### src/rtl/psq_defs.svh
// Constants for the program sequencer and return stack.
// Functional notes
// - Fifteen-bit program counter addresses program memory.
// - Reset and interrupts load fixed vectors directly.
// - Vectors 0000h-0023h; code starts at 0024h.
// - Eight interrupt vectors in fixed priority order.
// - All four wake pins share one request.
// - Hold-release pins leave hold, no interrupt.
// - Stack is sixteen entries of 53 bits.
// - Call or interrupt pushes counter and context.
// - Plain return restores only the counter.
// - Masked return restores counter plus selected fields.
// - Stack wraps, overwrites oldest, never overflows.
// - Program memory is sixteen 2048-word pages.
// - Conditional branches stay inside current page.
// - Look-up table occupies 4000h to 7FFFh.
// - Element address from four pointer nibbles.
// - Table read returns addressed nibble.
// - Four-bit page register selects n times 0800h.
// - Far target is page bits over eleven bits.
`ifndef PSQ_DEFS_SVH
`define PSQ_DEFS_SVH

`define PSQ_PC_W         15
`define PSQ_PC_RESET     15'h0000
`define PSQ_VEC_FIRST    15'h0004
`define PSQ_VEC_LAST     15'h0020
`define PSQ_CODE_START   15'h0024
`define PSQ_PAGE_LSB     11
`define PSQ_PAGE_WORDS   2048
`define PSQ_TABLE_BASE   15'h4000
`define PSQ_STACK_DEPTH  16
`define PSQ_STACK_W      53
`define PSQ_NUM_IRQ      8
`define PSQ_IRQ_WAKE     2

`define PSQ_MASK_TAB     0
`define PSQ_MASK_BANK    1
`define PSQ_MASK_WRP     2
`define PSQ_MASK_ROMPG   3
`define PSQ_MASK_RAMPG   4
`define PSQ_MASK_ACC     5
`define PSQ_MASK_CARRY   6

`define PSQ_ADDR_PAGE    4'h0
`define PSQ_ADDR_TABLE_POINTER_NIBBLE_0    4'h1
`define PSQ_ADDR_TABLE_POINTER_NIBBLE_1    4'h2
`define PSQ_ADDR_TABLE_POINTER_NIBBLE_2    4'h3
`define PSQ_ADDR_TABLE_POINTER_NIBBLE_3    4'h4
`define PSQ_ADDR_DBKLO   4'h5
`define PSQ_ADDR_DBKHI   4'h6
`define PSQ_ADDR_WRP     4'h7
`define PSQ_ADDR_RAMPG   4'h8
`define PSQ_ADDR_PEND    4'h9
`define PSQ_ADDR_SP      4'hA
`define PSQ_ADDR_IRQEN   4'hB
`define PSQ_ADDR_PC      4'hC
`define PSQ_IRQEN_RESET  8'hFF

`endif

### src/rtl/psq_pkg.sv
// Types shared by the program sequencer files.
`default_nettype none
package psq_pkg;

   typedef enum logic [2:0] {
      CMD_NONE   = 3'b000,
      CMD_STEP   = 3'b001,
      CMD_JUMP   = 3'b010,
      CMD_CALL   = 3'b011,
      CMD_BRANCH = 3'b100,
      CMD_RET    = 3'b101,
      CMD_RETM   = 3'b110,
      CMD_TABLE  = 3'b111
   } psq_cmd_e;

   typedef enum logic [1:0] {
      ST_IDLE  = 2'b00,
      ST_POP   = 2'b01,
      ST_TABLE = 2'b10
   } psq_state_e;

   typedef struct packed {
      psq_cmd_e    op;
      logic [10:0] target;
      logic [6:0]  mask;
   } psq_cmd_s;

   typedef struct packed {
      logic [15:0] tab;
      logic [3:0]  dbkLow;
      logic [1:0]  dbkHigh;
      logic [3:0]  work_reg_page;
      logic [3:0]  codePage;
      logic [2:0]  ramPage;
   } psq_regs_s;

   typedef struct packed {
      logic [14:0] pc;
      psq_regs_s   regs;
      logic [3:0]  acc;
      logic        carry;
   } psq_ctx_s;

endpackage
`default_nettype wire

### src/rtl/psq_sequencer.sv
// Program counter, interrupt vectoring, return stack, page and table addressing.
`default_nettype none
`include "psq_defs.svh"
module psq_sequencer (
   input  wire logic               clk,
   input  wire logic               rst_b,
   input  wire logic               ce,
   input  wire logic [3:0]         regAddr,
   input  wire logic [15:0]        regWrData,
   input  wire logic               regWr,
   input  wire logic               regRd,
   output var  logic [15:0]        regRdData,
   input  wire psq_pkg::psq_cmd_s  cmd,
   input  wire logic [3:0]         accIn,
   input  wire logic               carryIn,
   input  wire logic               intEnable,
   input  wire logic               div0Irq,
   input  wire logic               timer0Irq,
   input  wire logic               div1Irq,
   input  wire logic               serialIrq,
   input  wire logic               timer1Irq,
   input  wire logic [3:0]         wakeIrqInputs_b,
   input  wire logic               extIrqLineA_b,
   input  wire logic               extIrqLineB_b,
   input  wire logic [3:0]         holdReleaseInputs_b,
   input  wire logic               holdActive,
   input  wire logic [15:0]        romData,
   output var  logic [14:0]        pc,
   output var  logic [14:0]        romAddr,
   output var  logic               busy,
   output var  psq_pkg::psq_regs_s regs,
   output var  logic [3:0]         accOut,
   output var  logic               accLoad,
   output var  logic               carryOut,
   output var  logic               carryLoad,
   output var  logic [3:0]         tableNibble,
   output var  logic               tableValid,
   output var  logic               intTaken,
   output var  logic               holdRelease
);
   // ---------------------------------------------
   // Pin synchronisers and edge detection
   // ---------------------------------------------
   logic [9:0] pinMeta;
   logic [9:0] pinSync;
   logic [5:0] pinPrev;
   logic [5:0] pinFall;

   always_ff @(posedge clk or negedge rst_b) begin
      if (!rst_b) begin
         pinMeta <= 10'h3FF;
         pinSync <= 10'h3FF;
         pinPrev <= 6'h3F;
      end else if (ce) begin
         pinMeta <= {holdReleaseInputs_b, extIrqLineB_b, extIrqLineA_b, wakeIrqInputs_b};
         pinSync <= pinMeta;
         pinPrev <= pinSync[5:0];
      end
   end

   assign pinFall = pinPrev & ~pinSync[5:0];

   // ---------------------------------------------
   // Pending requests and priority selection
   // ---------------------------------------------
   logic [3:0]  wakePend;
   logic [7:0]  srcPend;
   logic [7:0]  irqMask;
   logic [7:0]  pendVec;
   logic [7:0]  reqVec;
   logic [2:0]  takeIdx;
   logic        takeInt;
   logic        cmdOk;
   psq_pkg::psq_state_e state;

   assign reqVec = {timer1Irq, pinFall[5], serialIrq, div1Irq, pinFall[4], 1'b0, timer0Irq, div0Irq};
   assign pendVec = {srcPend[7:3], |wakePend, srcPend[1:0]} & irqMask;
   assign cmdOk = (state == psq_pkg::ST_IDLE);
   assign takeInt = cmdOk && intEnable && (|pendVec)
                    && (cmd.op == psq_pkg::CMD_NONE || cmd.op == psq_pkg::CMD_STEP);

   always_comb begin
      takeIdx = 3'd7;
      for (int i = `PSQ_NUM_IRQ - 1; i >= 0; i--) begin
         if (pendVec[i]) begin
            takeIdx = 3'(i);
         end
      end
   end

   // A request arriving while its bit is cleared survives the clear.
   always_ff @(posedge clk or negedge rst_b) begin
      if (!rst_b) begin
         srcPend <= '0;
      end else if (ce) begin
         for (int i = 0; i < `PSQ_NUM_IRQ; i++) begin
            if (reqVec[i]) begin
               srcPend[i] <= 1'b1;
            end else if (takeInt && takeIdx == 3'(i)) begin
               srcPend[i] <= 1'b0;
            end
         end
      end
   end

   genvar g;
   generate
      for (g = 0; g < 4; g++) begin : gWake
         always_ff @(posedge clk or negedge rst_b) begin
            if (!rst_b) begin
               wakePend[g] <= 1'b0;
            end else if (ce) begin
               if (pinFall[g]) begin
                  wakePend[g] <= 1'b1;
               end else if (takeInt && takeIdx == 3'(`PSQ_IRQ_WAKE)) begin
                  wakePend[g] <= 1'b0;
               end
            end
         end
      end
   endgenerate

   // Hold release never touches the pending bits.
   always_ff @(posedge clk or negedge rst_b) begin
      if (!rst_b) begin
         holdRelease <= 1'b0;
      end else if (ce) begin
         holdRelease <= holdActive && !(&pinSync[9:6]);
      end
   end

   // ---------------------------------------------
   // Return stack
   // ---------------------------------------------
   logic [3:0]        sp;
   logic              push;
   psq_pkg::psq_ctx_s pushData;
   psq_pkg::psq_ctx_s popData;
   logic [6:0]        popMask;
   logic [14:0]       pcNext1;

   assign pcNext1 = pc + 15'd1;
   assign push = takeInt || (cmdOk && cmd.op == psq_pkg::CMD_CALL);
   assign pushData = '{pc: takeInt ? pc : pcNext1, regs: regs, acc: accIn, carry: carryIn};

   psq_stack_mem uStack (
      .clk    (clk),
      .rst_b  (rst_b),
      .ce     (ce),
      .wrEn   (push),
      .wrAddr (sp),
      .wrData (pushData),
      .rdAddr (sp - 4'd1),
      .rdData (popData)
   );

   // The pointer wraps modulo sixteen, so the oldest level is overwritten.
   always_ff @(posedge clk or negedge rst_b) begin
      if (!rst_b) begin
         sp <= '0;
      end else if (ce) begin
         if (push) begin
            sp <= sp + 4'd1;
         end else if (cmdOk && (cmd.op == psq_pkg::CMD_RET || cmd.op == psq_pkg::CMD_RETM)) begin
            sp <= sp - 4'd1;
         end
      end
   end

   // ---------------------------------------------
   // Sequencing state and program counter
   // ---------------------------------------------
   logic [14:0] tableWord;

   assign tableWord = `PSQ_TABLE_BASE + {1'b0, regs.tab[15:2]};

   always_ff @(posedge clk or negedge rst_b) begin
      if (!rst_b) begin
         state   <= psq_pkg::ST_IDLE;
         popMask <= '0;
      end else if (ce) begin
         unique case (state)
            psq_pkg::ST_IDLE: begin
               if (!takeInt && cmd.op == psq_pkg::CMD_RET) begin
                  state   <= psq_pkg::ST_POP;
                  popMask <= '0;
               end else if (!takeInt && cmd.op == psq_pkg::CMD_RETM) begin
                  state   <= psq_pkg::ST_POP;
                  popMask <= cmd.mask;
               end else if (!takeInt && cmd.op == psq_pkg::CMD_TABLE) begin
                  state <= psq_pkg::ST_TABLE;
               end
            end
            psq_pkg::ST_POP: state <= psq_pkg::ST_IDLE;
            psq_pkg::ST_TABLE: state <= psq_pkg::ST_IDLE;
            default: state <= psq_pkg::ST_IDLE;
         endcase
      end
   end

   always_ff @(posedge clk or negedge rst_b) begin
      if (!rst_b) begin
         pc <= `PSQ_PC_RESET;
      end else if (ce) begin
         if (takeInt) begin
            pc <= `PSQ_VEC_FIRST + {10'd0, takeIdx, 2'b00};
         end else if (state == psq_pkg::ST_POP) begin
            pc <= popData.pc;
         end else if (cmdOk) begin
            unique case (cmd.op)
               psq_pkg::CMD_STEP: pc <= pcNext1;
               psq_pkg::CMD_JUMP, psq_pkg::CMD_CALL: pc <= {regs.codePage, cmd.target};
               psq_pkg::CMD_BRANCH: pc <= {pc[14:`PSQ_PAGE_LSB], cmd.target};
               default: pc <= pc;
            endcase
         end
      end
   end

   always_ff @(posedge clk or negedge rst_b) begin
      if (!rst_b) begin
         romAddr     <= `PSQ_PC_RESET;
         busy        <= 1'b0;
         intTaken    <= 1'b0;
         tableNibble <= '0;
         tableValid  <= 1'b0;
      end else if (ce) begin
         busy       <= (state == psq_pkg::ST_IDLE) && !takeInt && (cmd.op == psq_pkg::CMD_RET
                       || cmd.op == psq_pkg::CMD_RETM || cmd.op == psq_pkg::CMD_TABLE);
         intTaken   <= takeInt;
         tableValid <= (state == psq_pkg::ST_TABLE);
         if (cmdOk && !takeInt && cmd.op == psq_pkg::CMD_TABLE) begin
            romAddr <= tableWord;
         end else begin
            romAddr <= pc;
         end
         if (state == psq_pkg::ST_TABLE) begin
            tableNibble <= romData[{regs.tab[1:0], 2'b00} +: 4];
         end
      end
   end

   // ---------------------------------------------
   // Context registers and accumulator restore
   // ---------------------------------------------
   logic restoring;
   assign restoring = (state == psq_pkg::ST_POP);

   always_ff @(posedge clk or negedge rst_b) begin
      if (!rst_b) begin
         regs      <= '0;
         accOut    <= '0;
         accLoad   <= 1'b0;
         carryOut  <= 1'b0;
         carryLoad <= 1'b0;
      end else if (ce) begin
         accLoad   <= restoring && popMask[`PSQ_MASK_ACC];
         carryLoad <= restoring && popMask[`PSQ_MASK_CARRY];
         accOut    <= popData.acc;
         carryOut  <= popData.carry;
         if (restoring) begin
            if (popMask[`PSQ_MASK_TAB]) regs.tab <= popData.regs.tab;
            if (popMask[`PSQ_MASK_BANK]) begin
               regs.dbkLow  <= popData.regs.dbkLow;
               regs.dbkHigh <= popData.regs.dbkHigh;
            end
            if (popMask[`PSQ_MASK_WRP]) regs.work_reg_page <= popData.regs.work_reg_page;
            if (popMask[`PSQ_MASK_ROMPG]) regs.codePage <= popData.regs.codePage;
            if (popMask[`PSQ_MASK_RAMPG]) regs.ramPage <= popData.regs.ramPage;
         end
         if (regWr) begin
            unique case (regAddr)
               `PSQ_ADDR_PAGE:  regs.codePage <= regWrData[3:0];
               `PSQ_ADDR_TABLE_POINTER_NIBBLE_0:  regs.tab[3:0] <= regWrData[3:0];
               `PSQ_ADDR_TABLE_POINTER_NIBBLE_1:  regs.tab[7:4] <= regWrData[3:0];
               `PSQ_ADDR_TABLE_POINTER_NIBBLE_2:  regs.tab[11:8] <= regWrData[3:0];
               `PSQ_ADDR_TABLE_POINTER_NIBBLE_3:  regs.tab[15:12] <= regWrData[3:0];
               `PSQ_ADDR_DBKLO: regs.dbkLow <= regWrData[3:0];
               `PSQ_ADDR_DBKHI: regs.dbkHigh <= regWrData[1:0];
               `PSQ_ADDR_WRP:   regs.work_reg_page <= regWrData[3:0];
               `PSQ_ADDR_RAMPG: regs.ramPage <= regWrData[2:0];
               default: ;
            endcase
         end
      end
   end

   // ---------------------------------------------
   // Register read port
   // ---------------------------------------------
   always_ff @(posedge clk or negedge rst_b) begin
      if (!rst_b) begin
         irqMask   <= `PSQ_IRQEN_RESET;
         regRdData <= '0;
      end else if (ce) begin
         if (regWr && regAddr == `PSQ_ADDR_IRQEN) irqMask <= regWrData[7:0];
         regRdData <= '0;
         if (regRd) begin
            unique case (regAddr)
               `PSQ_ADDR_PAGE:  regRdData <= {12'h0, regs.codePage};
               `PSQ_ADDR_TABLE_POINTER_NIBBLE_0:  regRdData <= {12'h0, regs.tab[3:0]};
               `PSQ_ADDR_TABLE_POINTER_NIBBLE_1:  regRdData <= {12'h0, regs.tab[7:4]};
               `PSQ_ADDR_TABLE_POINTER_NIBBLE_2:  regRdData <= {12'h0, regs.tab[11:8]};
               `PSQ_ADDR_TABLE_POINTER_NIBBLE_3:  regRdData <= {12'h0, regs.tab[15:12]};
               `PSQ_ADDR_DBKLO: regRdData <= {12'h0, regs.dbkLow};
               `PSQ_ADDR_DBKHI: regRdData <= {14'h0, regs.dbkHigh};
               `PSQ_ADDR_WRP:   regRdData <= {12'h0, regs.work_reg_page};
               `PSQ_ADDR_RAMPG: regRdData <= {13'h0, regs.ramPage};
               `PSQ_ADDR_PEND:  regRdData <= {4'h0, wakePend, srcPend[7:3], 1'b0, srcPend[1:0]};
               `PSQ_ADDR_SP:    regRdData <= {12'h0, sp};
               `PSQ_ADDR_IRQEN: regRdData <= {8'h0, irqMask};
               `PSQ_ADDR_PC:    regRdData <= {1'b0, pc};
               default:         regRdData <= '0;
            endcase
         end
      end
   end

   logic idleCmd;
   assign idleCmd = ce && cmdOk && !takeInt;
endmodule
`default_nettype wire

### src/rtl/psq_stack_mem.sv
// Sixteen-entry return stack storage with registered read data.
`default_nettype none
`include "psq_defs.svh"
module psq_stack_mem (
   input  wire logic              clk,
   input  wire logic              rst_b,
   input  wire logic              ce,
   input  wire logic              wrEn,
   input  wire logic [3:0]        wrAddr,
   input  wire psq_pkg::psq_ctx_s wrData,
   input  wire logic [3:0]        rdAddr,
   output var  psq_pkg::psq_ctx_s rdData
);
   psq_pkg::psq_ctx_s mem [`PSQ_STACK_DEPTH];

   always_ff @(posedge clk) begin
      if (ce && wrEn) begin
         mem[wrAddr] <= wrData;
      end
   end

   always_ff @(posedge clk or negedge rst_b) begin
      if (!rst_b) begin
         rdData <= '0;
      end else if (ce) begin
         rdData <= mem[rdAddr];
      end
   end
endmodule
`default_nettype wire

### config.mk
export PLATFORM = sky130hd
export DESIGN_NAME = psq_sequencer
export DESIGN_NICKNAME = d
export VERILOG_FILES = /design/src/rtl/psq_pkg.sv /design/src/rtl/psq_sequencer.sv /design/src/rtl/psq_stack_mem.sv
export VERILOG_INCLUDE_DIRS = /design/src /design/src/rtl
export SDC_FILE = /design/constraint.sdc
export NUM_CORES = 1
export LEC_CHECK = 0
export ABC_CLOCK_PERIOD_IN_PS = 15900
export BUFFER_PORTS_ARGS = -buffer_cell sky130_fd_sc_hd__buf_2
export CORE_ASPECT_RATIO = 1.25
export CORE_MARGIN = 5
export CORE_UTILIZATION = 30
export DETAILED_ROUTE_END_ITERATION = 16
export PLACE_DENSITY = 0.47
export SLEW_MARGIN = 20
export SYNTH_ARGS = -nofsm -noshare
export SYNTH_HDL_FRONTEND = slang
export SYNTH_SLANG_ARGS = --single-unit
export TNS_END_PERCENT = 5
### constraint.sdc
create_clock -name clk -period 15.9 [get_ports clk]
set_input_delay 4.77 -clock clk [delete_from_list [all_inputs] [get_ports clk]]
set_output_delay 4.77 -clock clk [all_outputs]
set_load 0.02 [all_outputs]
### Word-level counts from Yosys, hierarchy flattened

Memory sizes are Yosys's and may differ from the RTL's. A register that Yosys moved wholly into a read port is not among the register bits.
Index checks and enable logic that the tools add are counted.

| operators by class | value |
|---|---|
| reductions and logical operators | 73 |
| shift-type cells | 1 |
| bitwise logic cells | 3 |
| muxes and demuxes | 60 |
| $add $sub $neg | 5 |
| equality and inequality tests | 30 |

Operators with widths:

| operator | number |
|---|---|
| $pmux 15 s13 | 1 |
| $mux 15 | 6 |
| $mux 33 | 2 |
| $pmux 15 s3 | 1 |
| $mux 4 | 11 |
| $reduce_and 2->1 | 15 |
| $reduce_bool 2->1 | 13 |
| $eq 3x3->1 const B | 8 |
| $logic_and 1x1->1 | 24 |
| $mux 1 | 22 |
| $eq 4x4->1 const B | 5 |
| $mux 3 | 6 |
| $eq 4x3->1 const B | 4 |
| $mux 16 | 1 |
| $shiftx 16x5->4 | 1 |
| $add 15x1->15 const B | 1 |
| $add 15x14->15 const A | 1 |
| $mux 2 | 7 |
| $mux 7 | 2 |
| $eq 3x2->1 const B | 4 |
| $and 8x8->8 | 1 |
| $eq 4x2->1 const B | 2 |
| $reduce_and 4->1 | 2 |
| $reduce_or 8->1 | 1 |
| 23 further kinds | 31 |

| word-level totals | value |
|---|---|
| bits of input ports | 84 |
| word-level logic and storage cells | 210 |
| memories | 1 |
| flip-flop bits (word level) | 152 |
| memory bits (writable) | 848 |
| output and inout bits | 94 |

Memories:

| memory | depth | bits a word | read ports | clocked after Yosys merged registers in | write ports | RTL line | source |
|---|---|---|---|---|---|---|---|
| uStack.mem | 16 | 53 | 1 | 1 | 1 | psq_stack_mem.sv:14 | `` psq_pkg::psq_ctx_s mem [`PSQ_STACK_DEPTH]; `` |

### Depth between registers and ports, before layout

| depth | value |
|---|---|
| depth after elaboration | 13 |
| mapped depth | 11 |
| depth with buffers taken out | 9 |

### Hierarchy

A second synthesis with hierarchy kept.

| second synthesis, totals | value |
|---|---|
| cell total of the unflattened synthesis | 2,317 |
| area total of the unflattened synthesis | 42,719.7 um^2 |

Modules (own cells, without submodules):

| module | instances | seq. area each (um^2) | cells an instance | area each (um^2) |
|---|---|---|---|---|
| psq_stack_mem | 1 | 26,790.7 | 1,436 | 34,156.5 |
| psq_sequencer | 1 | 3,821.2 | 881 | 8,563.2 |

### Least setup slack after synthesis

No wires, ideal clock.

| timing path | value |
|---|---|
| path kind | input to register |
| start | input ce |
| end | memory uStack.mem[3][0] (netlist name), enable pin |
| slack | 5,788 ps |
| arrival time | 9,583 ps |
| required time | 15,371 ps |
| path buffers | 0 |
| stages on the path | 6 |
| library setup time | 529 ps |
| cell sequence | or3b_2 nor2_1 nand2_1 o21ai_1 nand2_1 nor3_1 |

| on the way | value |
|---|---|
| cells in the longest elaborated chain, start to end | 3 |

RTL lines:

| item | RTL line | source |
|---|---|---|
| from (decl) | psq_sequencer.sv:7 | `input wire logic ce,` |
| $logic_and 1x1->1 | psq_stack_mem.sv:17 | `if (ce && wrEn) begin` |
| $mux 1 | psq_stack_mem.sv:17 |  |
| $mux 1 (not written as such) | psq_stack_mem.sv:18 | `mem[wrAddr] <= wrData;` |
| to (decl) | psq_stack_mem.sv:14 |  |

Every way passes these cells.

### Worst setup path after layout

| timing path | value |
|---|---|
| start | input ce |
| end | memory uStack.mem[12][40] (netlist name), enable pin |

Same word-level chain as after synthesis.

==> results by stage <==
Critical path:
- The critical path goes through clkbuf_8 -> or3b_2 -> nor2_1 -> nand2_1 -> o21ai_1 -> nand2_1 -> nor2_4 -> buf_4.
- The delay of the slowest critical-path stage is 0.88 ns.
- Among the stages of the critical path, the cell type that occurs most often is sky130_fd_sc_hd__nand2_1.
- For the worst setup path, the data arrival time is 8.98 ns.
- The critical path data required time is 16.25 ns.
- The type of destination of the critical path is a flip-flop.
- The kind of critical path is input port to flip-flop.
- The top fanout value on the critical path is 117.
- The largest individual stage delay along the critical path comes from the cell sky130_fd_sc_hd__nor2_4.
- STA classifies the critical path startpoint as an input port.

Detailed routing:
- Summed over all layers, the routed wires come to 123,000 um.
- The DRC violation count after routing is 0.
- The residual antenna-violating net count after detailed routing is 0.
- The total iterations of the first detailed-routing run is 7.
- Using the TritonRoute via totals, the vias-per-cell ratio works out to 5.09.
- Detailed routing inserted a total of 22,312 vias.
- The violation count after the first detailed-routing iteration is 1,945.
- The routed length per placed instance is 28.1 um.

Die:
- The placeable core area is 141,000 um^2.
- The full die area is 149,000 um^2.
- The initial standard-cell utilization of the core is 30.1%.
- The die width is 346 um.
- During I/O placement, the number of pins put on the boundary was 178.
- The placement row count is 154.
- The die is 430 um tall.

Synthesis:
- The number of flip-flops and latches in the synthesized netlist is 1,052.
- After synthesis, the mean cell area works out to 19.1 um^2.
- The number of enable flip-flop cells after synthesis is 848.
- In the synthesized netlist, the number of instances is 2,219.
- The synthesized netlist occupies a cell area of 42,300 um^2.
- The post-synthesis sequential area ratio is 72.4%.
- The number of distinct library cells after synthesis is 65.
- The fraction of registers with async set/reset is 19.4%.
- The synthesis warning total is 0.
- The dominant register cell in the synthesized netlist is sky130_fd_sc_hd__edfxtp_1.
- Counting every net in the synthesized netlist gives 2,315.

Clock network:
- The later pin in the worst-skew pair is clocked with a latency of 0.73 ns.
- The TritonCTS clock tree is yes.
- The total of cells resized after clock tree synthesis is 0.
- In this run, CTS created clock tree buffers numbering 107.
- The root buffer selected by CTS is sky130_fd_sc_hd__clkbuf_16.
- The clock passes through at most 3 buffers.
- After clock tree synthesis, the setup repair step added 0 buffers.
- Buffers inserted to repair hold after CTS numbered 0.
- Clock-pin slew was measured on the worst setup and hold paths at 0.06 ns.
- For this design, the sink count on the clock tree is 1,052.
- In this run the number of H-tree levels came out at 3.

Place:
- The count of input and output buffers is 168.
- The worst setup slack before clock tree synthesis is 6.44 ns.
- The placer's final routability congestion estimate is 0.793.
- In this run the cell area measured after placement is 45,500 um^2.
- The sum of net half-perimeters after detailed placement is 73,200 um.

Job:
- Across the run, the number of max-cap violations was 0.

STA:
- Setup violations remaining at the end of the flow were counted as 0.
- After layout, the worst setup slack is 7.27 ns.
- The sum of negative setup slack is 0 ns.
- The setup skew after layout is 0.0426 ns.
- The number of pins with negative max-slew slack in the final report is 0.
- The maximum clock rate is 0.116 GHz.
- The final hold violation count is 0.
- Setup repair after global routing left no endpoint under its margin.
- The final critical path takes up 54.3% of the cycle.
- In this run the tightest slew margin relative to its limit is 24.1%.
- Hold is met by 0.476 ns.
- At the pin with the least slew margin, the transition time is 1.14 ns.
- Counting I/O delays and the setup requirement, the final critical path takes 8.63 ns.

Finish:
- Summing all non-filler instances in the final layout gives an area of 49,100 um^2.
- In the layout the commonest cells are 848 x sky130_fd_sc_hd__edfxtp_1, 269 x sky130_fd_sc_hd__mux4_2, 169 x sky130_fd_sc_hd__dfrtp_1.
- From synthesis to final layout, the design area changed by 16.0%.
- At the end of the flow, the number of nets in the layout was 2,509.
- The library cell used most frequently in the layout, excluding fill and tap cells, is sky130_fd_sc_hd__edfxtp_1.
- In the final layout, the share of cells above drive strength 1 is 33.3%.

Global routing:
- The number of global-route vias before repair is 23,427.
- The first global-routing pass estimated 176,000 um of wire.
- The number of antenna violations at the first check in global routing came to 14.
- Global routing finished with a remaining overflow of 0.
- The largest net degree at the start of global routing is 118.
- Global routing used 16.3% of the available tracks across all layers.

Power and ir drop:
- The total power density per cell area is 191 nW/um^2.
- The reported leakage power is 16.3 nW.
- The highest ir drop seen on vdd is 0.130 mV.

Worst hold path:
- The path class of the tightest hold or removal check is flip-flop to flip-flop.

Outcome:
- The run finished with clean final reports.
Yosys cell counts (7+ instances only):
cell                         n  area (um^2)
sky130_fd_sc_hd__nand3_1    46          230
sky130_fd_sc_hd__dfrtp_1   170         4250
sky130_fd_sc_hd__xor2_1     13          114
sky130_fd_sc_hd__edfxtp_1  848        25500
sky130_fd_sc_hd__a22oi_1    12         90.1
sky130_fd_sc_hd__a32o_1      9         90.1
sky130_fd_sc_hd__nand4_1     8         50.1
sky130_fd_sc_hd__a22o_1      8         70.1
sky130_fd_sc_hd__ha_1       12          150
sky130_fd_sc_hd__mux4_2    269         6060
sky130_fd_sc_hd__mux2_4     20          300
sky130_fd_sc_hd__xnor2_1    16          140
sky130_fd_sc_hd__o21ai_0    30          150
sky130_fd_sc_hd__a21boi_0    7         52.6
sky130_fd_sc_hd__a21oi_1    67          335
sky130_fd_sc_hd__nand2_1   100          375
sky130_fd_sc_hd__o22ai_1    53          332
sky130_fd_sc_hd__dfstp_2    34          893
sky130_fd_sc_hd__mux2i_1    18          180
sky130_fd_sc_hd__buf_4      45          338
sky130_fd_sc_hd__a211oi_1    8         60.1
sky130_fd_sc_hd__nor2_1     96          360
sky130_fd_sc_hd__buf_2      23          115
sky130_fd_sc_hd__nor3_1     16         80.1
sky130_fd_sc_hd__buf_1      10         37.5
sky130_fd_sc_hd__mux2_2     76          856
sky130_fd_sc_hd__clkbuf_1   78          293
sky130_fd_sc_hd__inv_1      36          135
through the flow:
| step | util (%) | total power, mW | instances |
|---|---|---|---|
| finish | 34.9 | 9.36 | 4386 |
| global route | 34.9 | 9.78 | 4380 |
| CTS | 34.8 | 9.50 | 4378 |
| detailed placement | 32.3 | 6.95 | 4175 |
| global placement | 32.3 | 6.90 | 4172 |
| floorplan | - | 5.88 | 2219 |
worst paths after layout:
| check | slack [ns] | to | cells past startpoint | from |
|---|---|---|---|---|
| hold reg to reg | 0.48 | popMask[5] | 2 | popMask[5] |
| min in group asynchronous | 4.10 | romAddr[9] | 1 | rst_b |
| hold / removal | 0.48 | popMask[5] | 2 | popMask[5] |
| setup / recovery | 7.27 | uStack.mem[12][40] | 8 | ce |
| max in group asynchronous | 9.69 | popMask[4] | 3 | rst_b |
| setup reg to reg | 9.76 | uStack.rdData[15] | 8 | sp[0] |
sequential cells by signal (all words and copies together) (netlist names), 6 cells and up:
register,count
uStack.mem,848
uStack.rdData,53
regs,33
pc,15
regRdData,15
romAddr,15
pinMeta,10
pinSync,10
irqMask,8
popMask,7
srcPend,7
pinPrev,6
area by class of cell:
type,instances,area (um^2)
diodes,7,17.5
clock buffers,141,2860
clock inverters,62,666
fillers,13295,91600
inverters,36,135
multi-input cells,970,10900
flip-flops and latches,1052,30600
well taps,1872,2340
repair buffers,246,1510
worst max-delay path: cells and delay by family:
kind | cells | cell delay (ns)
compound gates | 1 | 0.39
buf+inv | 2 | 1.39
simple gates | 5 | 2.29
cells by family (layout without fill, tap and decap cells):
kind of cell | after synthesis | count (layout) | synth area share [%]
AO/OA/AOI/OAI | 234 | 234 | 3.56
other | 1 | 8 | 0.00886
AND/OR/NAND/NOR | 311 | 311 | 3.34
adder cells (fa/ha/maj) | 12 | 12 | 0.355
XOR/XNOR | 29 | 29 | 0.600
flip-flops | 1052 | 1052 | 72.4
multiplexers | 383 | 383 | 17.5
buffers and inverters | 197 | 485 | 2.29
where the power goes:
| part | switching (mW) | internal [mW] |
|---|---|---|
| Combinational | 1.66 | 1.41 |
| Sequential | 0.270 | 3.49 |
| Clock | 1.10 | 1.43 |
| Total | 3.03 | 6.33 |
routing by layer:
| layer | vias to the layer above | wire length, um | track usage [%] |
|---|---|---|---|
| li1 | 9313 | - | - |
| met1 | 12126 | 52300 | 21.7 |
| met2 | 714 | 61300 | 27.7 |
| met3 | 157 | 7210 | 2.93 |
| met4 | 2 | 2510 | 4.13 |
| met5 | - | 7 | 0 |
Power figures use the tool's default switching activity.
